==> config.mk <==
export PLATFORM = sky130hd
export DESIGN_NAME = pfc_top
export DESIGN_NICKNAME = d
export VERILOG_FILES = /design/src/hw/pfc_pkg.sv /design/src/hw/pfc_hdr_check.sv /design/src/hw/pfc_cls_timer.sv /design/src/hw/pfc_top.sv
export SDC_FILE = /design/constraint.sdc
export NUM_CORES = 2
export LEC_CHECK = 0
export BUFFER_PORTS_ARGS = -buffer_cell sky130_fd_sc_hd__buf_2
export CAP_MARGIN = 40
export CORE_MARGIN = 2
export CORE_UTILIZATION = 60
export DETAILED_ROUTE_END_ITERATION = 10
export PLACE_DENSITY_LB_ADDON = 0.2
export SKIP_LAST_GASP = 1
export SYNTH_ARGS = -nofsm -noshare
export SYNTH_HDL_FRONTEND = slang
export SYNTH_SLANG_ARGS = --single-unit
export TNS_END_PERCENT = 50
==> constraint.sdc <==
create_clock -name ref_clk -period 4.75 [get_ports ref_clk]
set_clock_uncertainty 0.2 [all_clocks]
set_input_delay 0.95 -clock ref_clk [delete_from_list [all_inputs] [get_ports ref_clk]]
set_output_delay 0.95 -clock ref_clk [all_outputs]
set_load 0.01 [all_outputs]
==> src/hw/pfc_pkg.sv <==
/*
 * Shared constants, register indices and carrier types of the pause
 * and priority flow-control block.
 * Assumes a single clock domain and an APB register master.
 */
package pfc_pkg;
    // ********************************
    // Sizes
    // ********************************
    localparam int NCLS = 9;
    localparam int NPRI = 8;
    localparam int GLB = 8;
    localparam int QW = 16;
    localparam int AW = 48;
    localparam int DW = 32;
    localparam int PAW = 8;
    localparam int IDX_LSB = 2;
    localparam int IW = PAW - IDX_LSB;
    localparam int CW = 4;
    localparam int NGRP = 4;
    // ********************************
    // Register indices (byte address is index times four)
    // ********************************
    localparam int R_TX_EN = 0;
    localparam int R_RX_CTL = 1;
    localparam int R_RX_CHK = 2;
    localparam int R_TX_GTYPE = 3;
    localparam int R_TX_PTYPE = 4;
    localparam int R_TX_GDA = 5;
    localparam int R_TX_GSA = 7;
    localparam int R_TX_PDA = 9;
    localparam int R_TX_PSA = 11;
    localparam int R_RX_UDA = 13;
    localparam int R_RX_MDA = 15;
    localparam int R_RX_SA = 17;
    localparam int R_RX_GCP_ET = 19;
    localparam int R_RX_GCP_OP = 20;
    localparam int R_RX_PCP_ET = 21;
    localparam int R_RX_PCP_OP = 22;
    localparam int R_RX_GPP = 23;
    localparam int R_RX_PPP = 24;
    localparam int R_TX_QT = 25;
    localparam int NCFG = 34;
    localparam int R_STATUS = 34;
    // ********************************
    // Field positions and reset values
    // ********************************
    localparam int F_ACK = 9;
    localparam int F_FWD = 10;
    localparam int F_LO16 = 0;
    localparam int F_HI16 = 16;
    localparam int HI_W = 16;
    localparam int CHK_STRIDE = 8;
    localparam int CHK_W = 6;
    localparam int G_GCP = 0;
    localparam int G_PCP = 1;
    localparam int G_GPP = 2;
    localparam int G_PPP = 3;
    localparam int STAT_PEND = 16;
    localparam logic [DW-1:0] CFG_RST = 32'h0000_0000;
    // ********************************
    // Carrier types
    // ********************************
    typedef struct packed {
        logic psel;
        logic penable;
        logic pwrite;
        logic [PAW-1:0] paddr;
        logic [DW-1:0] pwdata;
    } pfc_apb_req_type;
    typedef struct packed {
        logic pready;
        logic pslverr;
        logic [DW-1:0] prdata;
    } pfc_apb_rsp_type;
    typedef struct packed {
        logic [AW-1:0] da;
        logic [AW-1:0] sa;
        logic [QW-1:0] etype;
        logic [QW-1:0] opcode;
    } pfc_hdr_type;
    typedef struct packed {
        logic valid;
        logic glb;
        pfc_hdr_type hdr;
        logic [NPRI-1:0] cev;
        logic [NPRI-1:0][QW-1:0] quanta;
    } pfc_frame_type;
    typedef struct packed {
        logic en;
        logic mc;
        logic uc;
        logic sa;
        logic et;
        logic op;
    } pfc_chk_type;
    typedef enum logic {PFC_IDLE, PFC_SEND} pfc_tx_st_type;
endpackage

==> src/hw/pfc_hdr_check.sv <==
/*
 * One group of receive header checks (address, ethertype, opcode).
 * Assumes the header is stable while its valid strobe is high.
 */
`timescale 1ns/1ps
module pfc_hdr_check (
    // Check controls and header
    input pfc_pkg::pfc_chk_type chk,
    input pfc_pkg::pfc_hdr_type hdr,
    // References
    input logic [pfc_pkg::AW-1:0] uda,
    input logic [pfc_pkg::AW-1:0] mda,
    input logic [pfc_pkg::AW-1:0] sar,
    input logic [pfc_pkg::QW-1:0] etr,
    input logic [pfc_pkg::QW-1:0] omin,
    input logic [pfc_pkg::QW-1:0] omax,
    // Result
    output logic pass
);
    import pfc_pkg::*;
    logic da_ok;
    always_comb begin
        da_ok = (!chk.mc && !chk.uc) || (chk.mc && hdr.da == mda)
            || (chk.uc && hdr.da == uda);
        pass = chk.en && da_ok && (!chk.sa || hdr.sa == sar)
            && (!chk.et || hdr.etype == etr)
            && (!chk.op || (hdr.opcode >= omin && hdr.opcode <= omax));
    end
endmodule // pfc_hdr_check

==> src/hw/pfc_cls_timer.sv <==
/*
 * Per-class pending flag and refresh timer for pause transmission.
 * Assumes request, resend and sent strobes on the same clock.
 */
`timescale 1ns/1ps
module pfc_cls_timer (
    // Clock and reset
    input logic ref_clk,
    input logic srst,
    // Controls
    input logic req,
    input logic en,
    input logic resend,
    input logic sent,
    input logic [pfc_pkg::QW-1:0] refresh,
    // State
    output logic pend
);
    import pfc_pkg::*;
    typedef struct packed {
        logic req_p;
        logic pend;
        logic armed;
        logic [QW-1:0] tmr;
    } pfc_tmr_state_type;
    localparam pfc_tmr_state_type TMR_RST = '0;
    pfc_tmr_state_type q;
    pfc_tmr_state_type d;
    logic expire;
    logic set;
    always_comb begin
        d = q;
        d.req_p = req;
        expire = req && q.armed && q.tmr == '0 && refresh != '0;
        set = (req && !q.req_p) || expire || (resend && req);
        d.pend = en && (set || (q.pend && !sent));
        if (sent || resend) begin
            d.tmr = refresh;
            d.armed = sent || q.armed;
        end else if (!req || expire) begin
            d.armed = 1'b0;
        end else if (q.armed && q.tmr != '0) begin
            d.tmr = q.tmr - 1'b1;
        end
    end
    always_ff @(posedge ref_clk) begin
        if (srst) begin
            q <= TMR_RST;
        end else begin
            q <= d;
        end
    end
    assign pend = q.pend;
endmodule // pfc_cls_timer

==> src/hw/pfc_top.sv <==
/*
 * Pause and priority flow control: APB registers, pause frame
 * scheduling on transmit, control and pause frame checks on receive.
 * Assumes the MAC, the user logic and APB share ref_clk.
 */
// The register offsets and register access over APB are this design's own decisions.
`timescale 1ns/1ps
module pfc_top (
    // Clock and reset
    input logic ref_clk,
    input logic srst,
    // APB slave
    input pfc_pkg::pfc_apb_req_type apb_req,
    output pfc_pkg::pfc_apb_rsp_type apb_rsp,
    // Transmit requests and frame
    input logic [pfc_pkg::NCLS-1:0] tx_pause_req,
    input logic tx_resend_pause,
    output pfc_pkg::pfc_frame_type tx_frm,
    input logic tx_frm_done,
    output logic [pfc_pkg::NCLS-1:0] tx_pause_sent,
    // Receive header and user outputs
    input pfc_pkg::pfc_frame_type rx_hdr,
    input logic [pfc_pkg::NCLS-1:0] rx_pause_ack,
    output logic [pfc_pkg::NCLS-1:0] rx_pause_valid,
    output logic [pfc_pkg::NCLS-1:0][pfc_pkg::QW-1:0] rx_pause_quanta,
    output logic [pfc_pkg::NCLS-1:0] rx_pause_req,
    output logic rx_ctl_fwd,
    output logic rx_ctl_drop
);
    import pfc_pkg::*;
    // ********************************
    // State
    // ********************************
    typedef struct packed {
        logic [NCFG-1:0][DW-1:0] cfg;
        pfc_apb_rsp_type rsp;
        pfc_tx_st_type st;
        logic [CW-1:0] cls;
        pfc_frame_type frm;
        logic [NCLS-1:0] sent;
        logic [NCLS-1:0] rq_int;
        logic [NCLS-1:0] rx_vld;
        logic [NCLS-1:0][QW-1:0] rx_qt;
        logic [NCLS-1:0] rx_req;
        logic fwd;
        logic drop;
    } pfc_top_state_type;
    localparam pfc_top_state_type TOP_RST = '0;
    pfc_top_state_type q;
    pfc_top_state_type d;
    logic [NCLS-1:0] pend;
    logic [NCLS-1:0] sent_now;
    logic [NCLS-1:0] acc_now;
    logic [NCLS-1:0] rxen;
    logic [NGRP-1:0] pass;
    logic [NGRP-1:0][QW-1:0] et_ref;
    logic [NGRP-1:0][QW-1:0] op_min;
    logic [NGRP-1:0][QW-1:0] op_max;
    logic [IW-1:0] idx;
    logic [CW-1:0] pick;
    logic [DW-1:0] stat;
    logic acc;
    logic glb;
    logic ack_on;
    logic fwd_en;
    logic ctl;
    // ********************************
    // Helpers
    // ********************************
    function automatic logic [AW-1:0] addr48(input logic [DW-1:0] lo,
            input logic [DW-1:0] hi);
        return {hi[HI_W-1:0], lo};
    endfunction
    function automatic logic is_cfg(input logic [PAW-1:0] a);
        return a[IDX_LSB-1:0] == '0 && a[PAW-1:IDX_LSB] < IW'(NCFG);
    endfunction
    function automatic logic is_stat(input logic [PAW-1:0] a);
        return a[IDX_LSB-1:0] == '0 && a[PAW-1:IDX_LSB] == IW'(R_STATUS);
    endfunction
    function automatic logic [QW-1:0] lo16(input logic [DW-1:0] w);
        return w[F_LO16 +: QW];
    endfunction
    function automatic logic [QW-1:0] hi16(input logic [DW-1:0] w);
        return w[F_HI16 +: QW];
    endfunction
    // ********************************
    // Per-class transmit timers
    // ********************************
    for (genvar g = 0; g < NCLS; g++) begin : g_tmr
        pfc_cls_timer u_tmr (
            .ref_clk(ref_clk),
            .srst(srst),
            .req(tx_pause_req[g]),
            .en(q.cfg[R_TX_EN][g]),
            .resend(tx_resend_pause),
            .sent(sent_now[g]),
            .refresh(hi16(q.cfg[R_TX_QT+g])),
            .pend(pend[g])
        );
    end
    // ********************************
    // Receive header checks
    // ********************************
    always_comb begin
        et_ref[G_GCP] = lo16(q.cfg[R_RX_GCP_ET]);
        op_min[G_GCP] = lo16(q.cfg[R_RX_GCP_OP]);
        op_max[G_GCP] = hi16(q.cfg[R_RX_GCP_OP]);
        et_ref[G_PCP] = lo16(q.cfg[R_RX_PCP_ET]);
        op_min[G_PCP] = lo16(q.cfg[R_RX_PCP_OP]);
        op_max[G_PCP] = hi16(q.cfg[R_RX_PCP_OP]);
        et_ref[G_GPP] = lo16(q.cfg[R_RX_GPP]);
        op_min[G_GPP] = hi16(q.cfg[R_RX_GPP]);
        op_max[G_GPP] = hi16(q.cfg[R_RX_GPP]);
        et_ref[G_PPP] = lo16(q.cfg[R_RX_PPP]);
        op_min[G_PPP] = hi16(q.cfg[R_RX_PPP]);
        op_max[G_PPP] = hi16(q.cfg[R_RX_PPP]);
    end
    for (genvar g = 0; g < NGRP; g++) begin : g_chk
        pfc_hdr_check u_chk (
            .chk(pfc_chk_type'(q.cfg[R_RX_CHK][g*CHK_STRIDE +: CHK_W])),
            .hdr(rx_hdr.hdr),
            .uda(addr48(q.cfg[R_RX_UDA], q.cfg[R_RX_UDA+1])),
            .mda(addr48(q.cfg[R_RX_MDA], q.cfg[R_RX_MDA+1])),
            .sar(addr48(q.cfg[R_RX_SA], q.cfg[R_RX_SA+1])),
            .etr(et_ref[g]),
            .omin(op_min[g]),
            .omax(op_max[g]),
            .pass(pass[g])
        );
    end
    // ********************************
    // Next state
    // ********************************
    always_comb begin
        d = q;
        idx = apb_req.paddr[PAW-1:IDX_LSB];
        acc = apb_req.psel && apb_req.penable;
        stat = CFG_RST;
        stat[NCLS-1:0] = q.rq_int;
        stat[STAT_PEND +: NCLS] = pend;
        d.rsp.pready = 1'b0;
        d.rsp.pslverr = 1'b0;
        // APB: one wait state, write lands on the ready edge
        if (acc && !q.rsp.pready) begin
            d.rsp.pready = 1'b1;
            d.rsp.prdata = CFG_RST;
            if (is_cfg(apb_req.paddr)) begin
                d.rsp.prdata = q.cfg[idx];
            end else if (is_stat(apb_req.paddr) && !apb_req.pwrite) begin
                d.rsp.prdata = stat;
            end else begin
                d.rsp.pslverr = 1'b1;
            end
        end
        if (acc && q.rsp.pready && apb_req.pwrite
                && is_cfg(apb_req.paddr)) begin
            d.cfg[idx] = apb_req.pwdata;
        end
        // Transmit scheduling, global class has the top priority
        pick = '0;
        for (int i = 0; i < NCLS; i++) begin
            if (pend[i]) begin
                pick = CW'(i);
            end
        end
        glb = pick == CW'(GLB);
        sent_now = '0;
        case (q.st)
            PFC_IDLE: begin
                if (|pend) begin
                    d.st = PFC_SEND;
                    d.cls = pick;
                    d.frm.valid = 1'b1;
                    d.frm.glb = glb;
                    d.frm.quanta = '0;
                    d.frm.cev = '0;
                    if (glb) begin
                        d.frm.hdr.da = addr48(q.cfg[R_TX_GDA],
                            q.cfg[R_TX_GDA+1]);
                        d.frm.hdr.sa = addr48(q.cfg[R_TX_GSA],
                            q.cfg[R_TX_GSA+1]);
                        d.frm.hdr.etype = lo16(q.cfg[R_TX_GTYPE]);
                        d.frm.hdr.opcode = hi16(q.cfg[R_TX_GTYPE]);
                        d.frm.quanta[0] = lo16(q.cfg[R_TX_QT+GLB]);
                    end else begin
                        d.frm.hdr.da = addr48(q.cfg[R_TX_PDA],
                            q.cfg[R_TX_PDA+1]);
                        d.frm.hdr.sa = addr48(q.cfg[R_TX_PSA],
                            q.cfg[R_TX_PSA+1]);
                        d.frm.hdr.etype = lo16(q.cfg[R_TX_PTYPE]);
                        d.frm.hdr.opcode = hi16(q.cfg[R_TX_PTYPE]);
                        d.frm.cev[pick[CW-2:0]] = 1'b1;
                        d.frm.quanta[pick[CW-2:0]] =
                            lo16(q.cfg[R_TX_QT+int'(pick)]);
                    end
                end
            end
            PFC_SEND: begin
                if (tx_frm_done) begin
                    d.st = PFC_IDLE;
                    d.frm.valid = 1'b0;
                    sent_now[q.cls] = 1'b1;
                end
            end
            default: begin
                d.st = PFC_IDLE;
            end
        endcase
        d.sent = sent_now;
        // Receive classification
        ack_on = q.cfg[R_RX_CTL][F_ACK];
        fwd_en = q.cfg[R_RX_CTL][F_FWD];
        rxen = q.cfg[R_RX_CTL][NCLS-1:0];
        ctl = rx_hdr.valid && (|pass);
        acc_now[GLB] = rx_hdr.valid && pass[G_GPP];
        for (int i = 0; i < NPRI; i++) begin
            acc_now[i] = rx_hdr.valid && pass[G_PPP] && rx_hdr.cev[i];
        end
        // Set wins over the acknowledge clear
        for (int i = 0; i < NCLS; i++) begin
            d.rq_int[i] = acc_now[i]
                || (q.rq_int[i] && ack_on && !rx_pause_ack[i]);
        end
        d.rx_vld = acc_now & rxen;
        if (acc_now[GLB] && rxen[GLB]) begin
            d.rx_qt[GLB] = rx_hdr.quanta[0];
        end
        for (int i = 0; i < NPRI; i++) begin
            if (acc_now[i] && rxen[i]) begin
                d.rx_qt[i] = rx_hdr.quanta[i];
            end
        end
        d.rx_req = d.rq_int & rxen;
        d.fwd = ctl && fwd_en;
        d.drop = ctl && !fwd_en;
    end
    // ********************************
    // Registers and outputs
    // ********************************
    always_ff @(posedge ref_clk) begin
        if (srst) begin
            q <= TOP_RST;
        end else begin
            q <= d;
        end
    end
    assign apb_rsp = q.rsp;
    assign tx_frm = q.frm;
    assign tx_pause_sent = q.sent;
    assign rx_pause_valid = q.rx_vld;
    assign rx_pause_quanta = q.rx_qt;
    assign rx_pause_req = q.rx_req;
    assign rx_ctl_fwd = q.fwd;
    assign rx_ctl_drop = q.drop;
endmodule // pfc_top

==> impl_metrics.csv <==
group,metric,value,unit
status,status,"finished, final reports clean",
global_routing,grt_pass1_wl,489000,µm
clock_tree,clock_tree.buffer_depth,3,
sta,finalSetupViolations,0,
global_routing,antenna_found_initial,51,
synth,synthArstFlopShare,0,
global_routing,grt_max_degree,225,
setup_path,max_stage_delay,750,ps
sta,worstMarginPinSlew,1190,ps
global_routing,grt_use_met1,0.608,
sta,hold_viol_final,0,
global_routing,met3_usage,0.190,
global_routing,grt_pass1_vias,70400,
power,power.switching,0.00758,W
synth,synth_edf_count,0,
synth,ys_seq_elements,1746,
detailed_routing,routedWlPerCell,29.3,µm
synth,synth_cells,9981,
detailed_routing,drt_iter0_drc,13100,
sta,layout_setup_ws,140,ps
synth,yosysWarnings,0,
clock_tree,path_clk_slew,60,ps
sta,rsz0062_at_grt,"false",
clock_tree,ctsResizeCount,0,
sta,slew_headroom,0.210,
detailed_routing,drc,0,
synth,synth.avg_cell_area,8.08,µm²
placement,place_hpwl,247000,µm
floorplanning,initial_utilization,0.604,
detailed_routing,firstDrtPassIters,11,
power,max-vdd-ir-drop,0.000373,V
floorplanning,core,133000,µm²
power,pwr-share-seq,0.467,
placement,portBuffers,802,
clock_tree,cts_tree,"yes",
global_routing,use_met2,0.671,
floorplanning,die_area,137000,µm²
run,drv_cap,0,
setup_path,crit_type,"flip-flop to flip-flop",
cells_and_area,fillers,11200,
power,cellInternalPower,0.0241,W
setup_path,required,5260,ps
worst_hold_path,hold_class,"primary input to flip-flop",
detailed_routing,wl,349000,µm
clock_tree,cts_root_buffer,"clkbuf_16",
setup_path,crit_path_top_delay_cell,"clkinv_1",
power,leakagePower,31.7,nW
cells_and_area,fin_area,89600,µm²
power,p_clk_frac,0.478,
cells_and_area,fin_nets,10400,
global_routing,grt-ovfl-total,0,
placement,dp_slack,455,ps
clock_tree,cts_hold_buf,0,
clock_tree,cts-htree-levels,4,
cells_and_area,drive_gt1_frac,0.149,
synth,ys.flop_type,"dfxtp_1",
global_routing,grt_busiest_layer,"met2",
power,p_per_area,353,nW/µm²
floorplanning,die_x,371,µm
clock_tree,post_cts_buffers,0,
cells_and_area,instances_no_fill,11900,
sta,fmax,217,MHz
cells_and_area,area_growth_syn_to_layout,11.1,%
placement,place_inst,11500,
power,power,0.0316,W
detailed_routing,viasPerCell,6.59,
global_routing,grt_usage,0.484,
setup_path,start_kind,"flip-flop",
clock_tree,clock_latency,840,ps
sta,drv_slew,0,
setup_path,cp-end-kind,"flip-flop",
synth,ys_seq_area_frac,0.433,
floorplanning,row_count,134,
synth,synth.net_count,10400,
placement,dpl_cell_area,83200,µm²
clock_tree,cts_buffers,180,
power,p_sw_frac,0.239,
synth,synth_cell_types,81,
detailed_routing,vias,78500,
setup_path,cp.arrival,5120,ps
sta,min_period_over_period,0.970,
placement,globalplace.congestion,1.07,
power,pwr-share-comb,0.056,
setup_path,path_max_fanout,11,
detailed_routing,antenna_left,0,
sta,fin_crit,4610,ps
floorplanning,ios,804,
sta,fin_setup_tns,0,ps
setup_path,r2r_slack,140,ps
floorplanning,die_y,371,µm
setup_path,path_cells,"nand2b_1, a21oi_1, o21bai_1, a21o_1, inv_4, ha_1, clkinv_1, mux4_2, a22oi_1, nand2_1, a22o_1",
clock_tree,cts.sinks,1746,
synth,netlist_area,80700,µm²
-- cells in the final DEF, fill, tap and decap left out, drive strengths merged, types with 22 or more instances in the layout --
cell type / n
a311oi: 22
a221oi: 50
o21ai: 116
diode: 37
and3: 28
mux2i: 325
a21oi: 1233
clkbuf: 271
a22o: 101
nor2: 610
buf: 1082
nor3: 53
mux4: 33
inv: 119
clkinv: 39
nand2: 2440
a21o: 22
nand4: 152
o211ai: 40
dfxtp: 1746
a41o: 25
nor4: 109
a31oi: 24
a211oi: 271
ha: 74
nand3: 49
a22oi: 457
xnor2: 223
xor2: 136
nor2b: 31
-- worst max-delay path: cells and delay by family, from the launching register on --
| kind | cells | cell delay [ps] |
|---|---|---|
| buffers and inverters | 2 | 800 |
| muxes | 1 | 730 |
| DFF | 1 | 440 |
| AOI/OAI and AO/OA | 5 | 1330 |
| adders and majority gates | 1 | 310 |
| and+or+nand+nor | 2 | 640 |
-- per-layer routing --
layer  share of wire  up-vias
li1                -    33900
met1            0.36    37100
met2            0.40     6190
met3            0.16     1277
met4           0.088       26
met5         0.00050        -
-- cell type report --
type	count	area, µm²	area share
Antenna cell	37	92.6	0.00103
Clock buffer	270	5400	0.0603
Clock inverter	65	891	0.00994
Inverter	115	434	0.00485
Multi-Input combinational cell	6824	38600	0.431
Sequential cell	1746	35000	0.390
Tap cell	1768	2210	0.0247
Timing Repair Buffer	1083	7020	0.0784
-- path summary, 6_finish.rpt --
path,cells after the start,from,end
worst min register to register,2,tx_frm[22],tx_frm[22]
worst max-delay path,11,g_tmr[2].u_tmr.pend,tx_frm[67]
worst max register to register,11,g_tmr[2].u_tmr.pend,tx_frm[67]
worst min-delay path,3,rx_hdr[28],rx_pause_quanta[28]
-- sequential cells by signal (all words and copies together), names as in the netlist, 32 cells and up --
| register | flops |
|---|---|
| q | 940 |
| tx_frm | 266 |
| g_tmr.u_tmr.q | 162 |
| rx_pause_quanta | 144 |
| et_ref | 64 |
| op_max | 64 |
| apb_rsp | 34 |
| op_min | 32 |
-- cell usage after synthesis, drive strengths merged, types with 22 or more instances --
library cell	count	area, µm²
a211oi	271	2040
a21o	22	165
a21oi	1233	6170
a221oi	50	438
a22o	101	885
a22oi	457	3430
a311oi	22	193
a31oi	24	150
a41o	25	250
and3	28	176
buf	642	4460
clkbuf	654	2450
dfxtp	1746	35000
ha	74	926
inv	114	428
mux2i	325	3250
mux4	33	743
nand2	2440	9160
nand3	49	255
nand4	152	951
nor2	610	2300
nor2b	31	194
nor3	53	270
nor4	109	787
o211ai	40	310
o21ai	116	581
xnor2	223	1950
xor2	136	1190
-- stage by stage --
stage | hold slack, ps | util
after floorplan | 221 | -
after global placement | 228 | 0.620
after detailed placement | 239 | 0.623
after CTS | 125 | 0.671
after global routing | 149 | 0.671
final | 141 | 0.671
-- kinds of logic after synthesis --
group,share of synthesized area
and+or+nand+nor,0.185
buffers and inverters,0.0910
xor gates and xnor gates,0.0390
DFF,0.433
adders and majority gates,0.0115
muxes,0.0500
AOI/OAI and AO/OA,0.190
-- power by group through the flow --
stage                     Clock, W  Combinational (W)  Sequential (W)
after detailed placement         0            0.00165          0.0151
after floorplan                  0           0.000876          0.0151
final                       0.0151            0.00176          0.0148
after global placement           0            0.00160          0.0151
after CTS                   0.0150            0.00166          0.0148
after global routing        0.0156            0.00178          0.0148
Power figures use the tool's default switching activity.
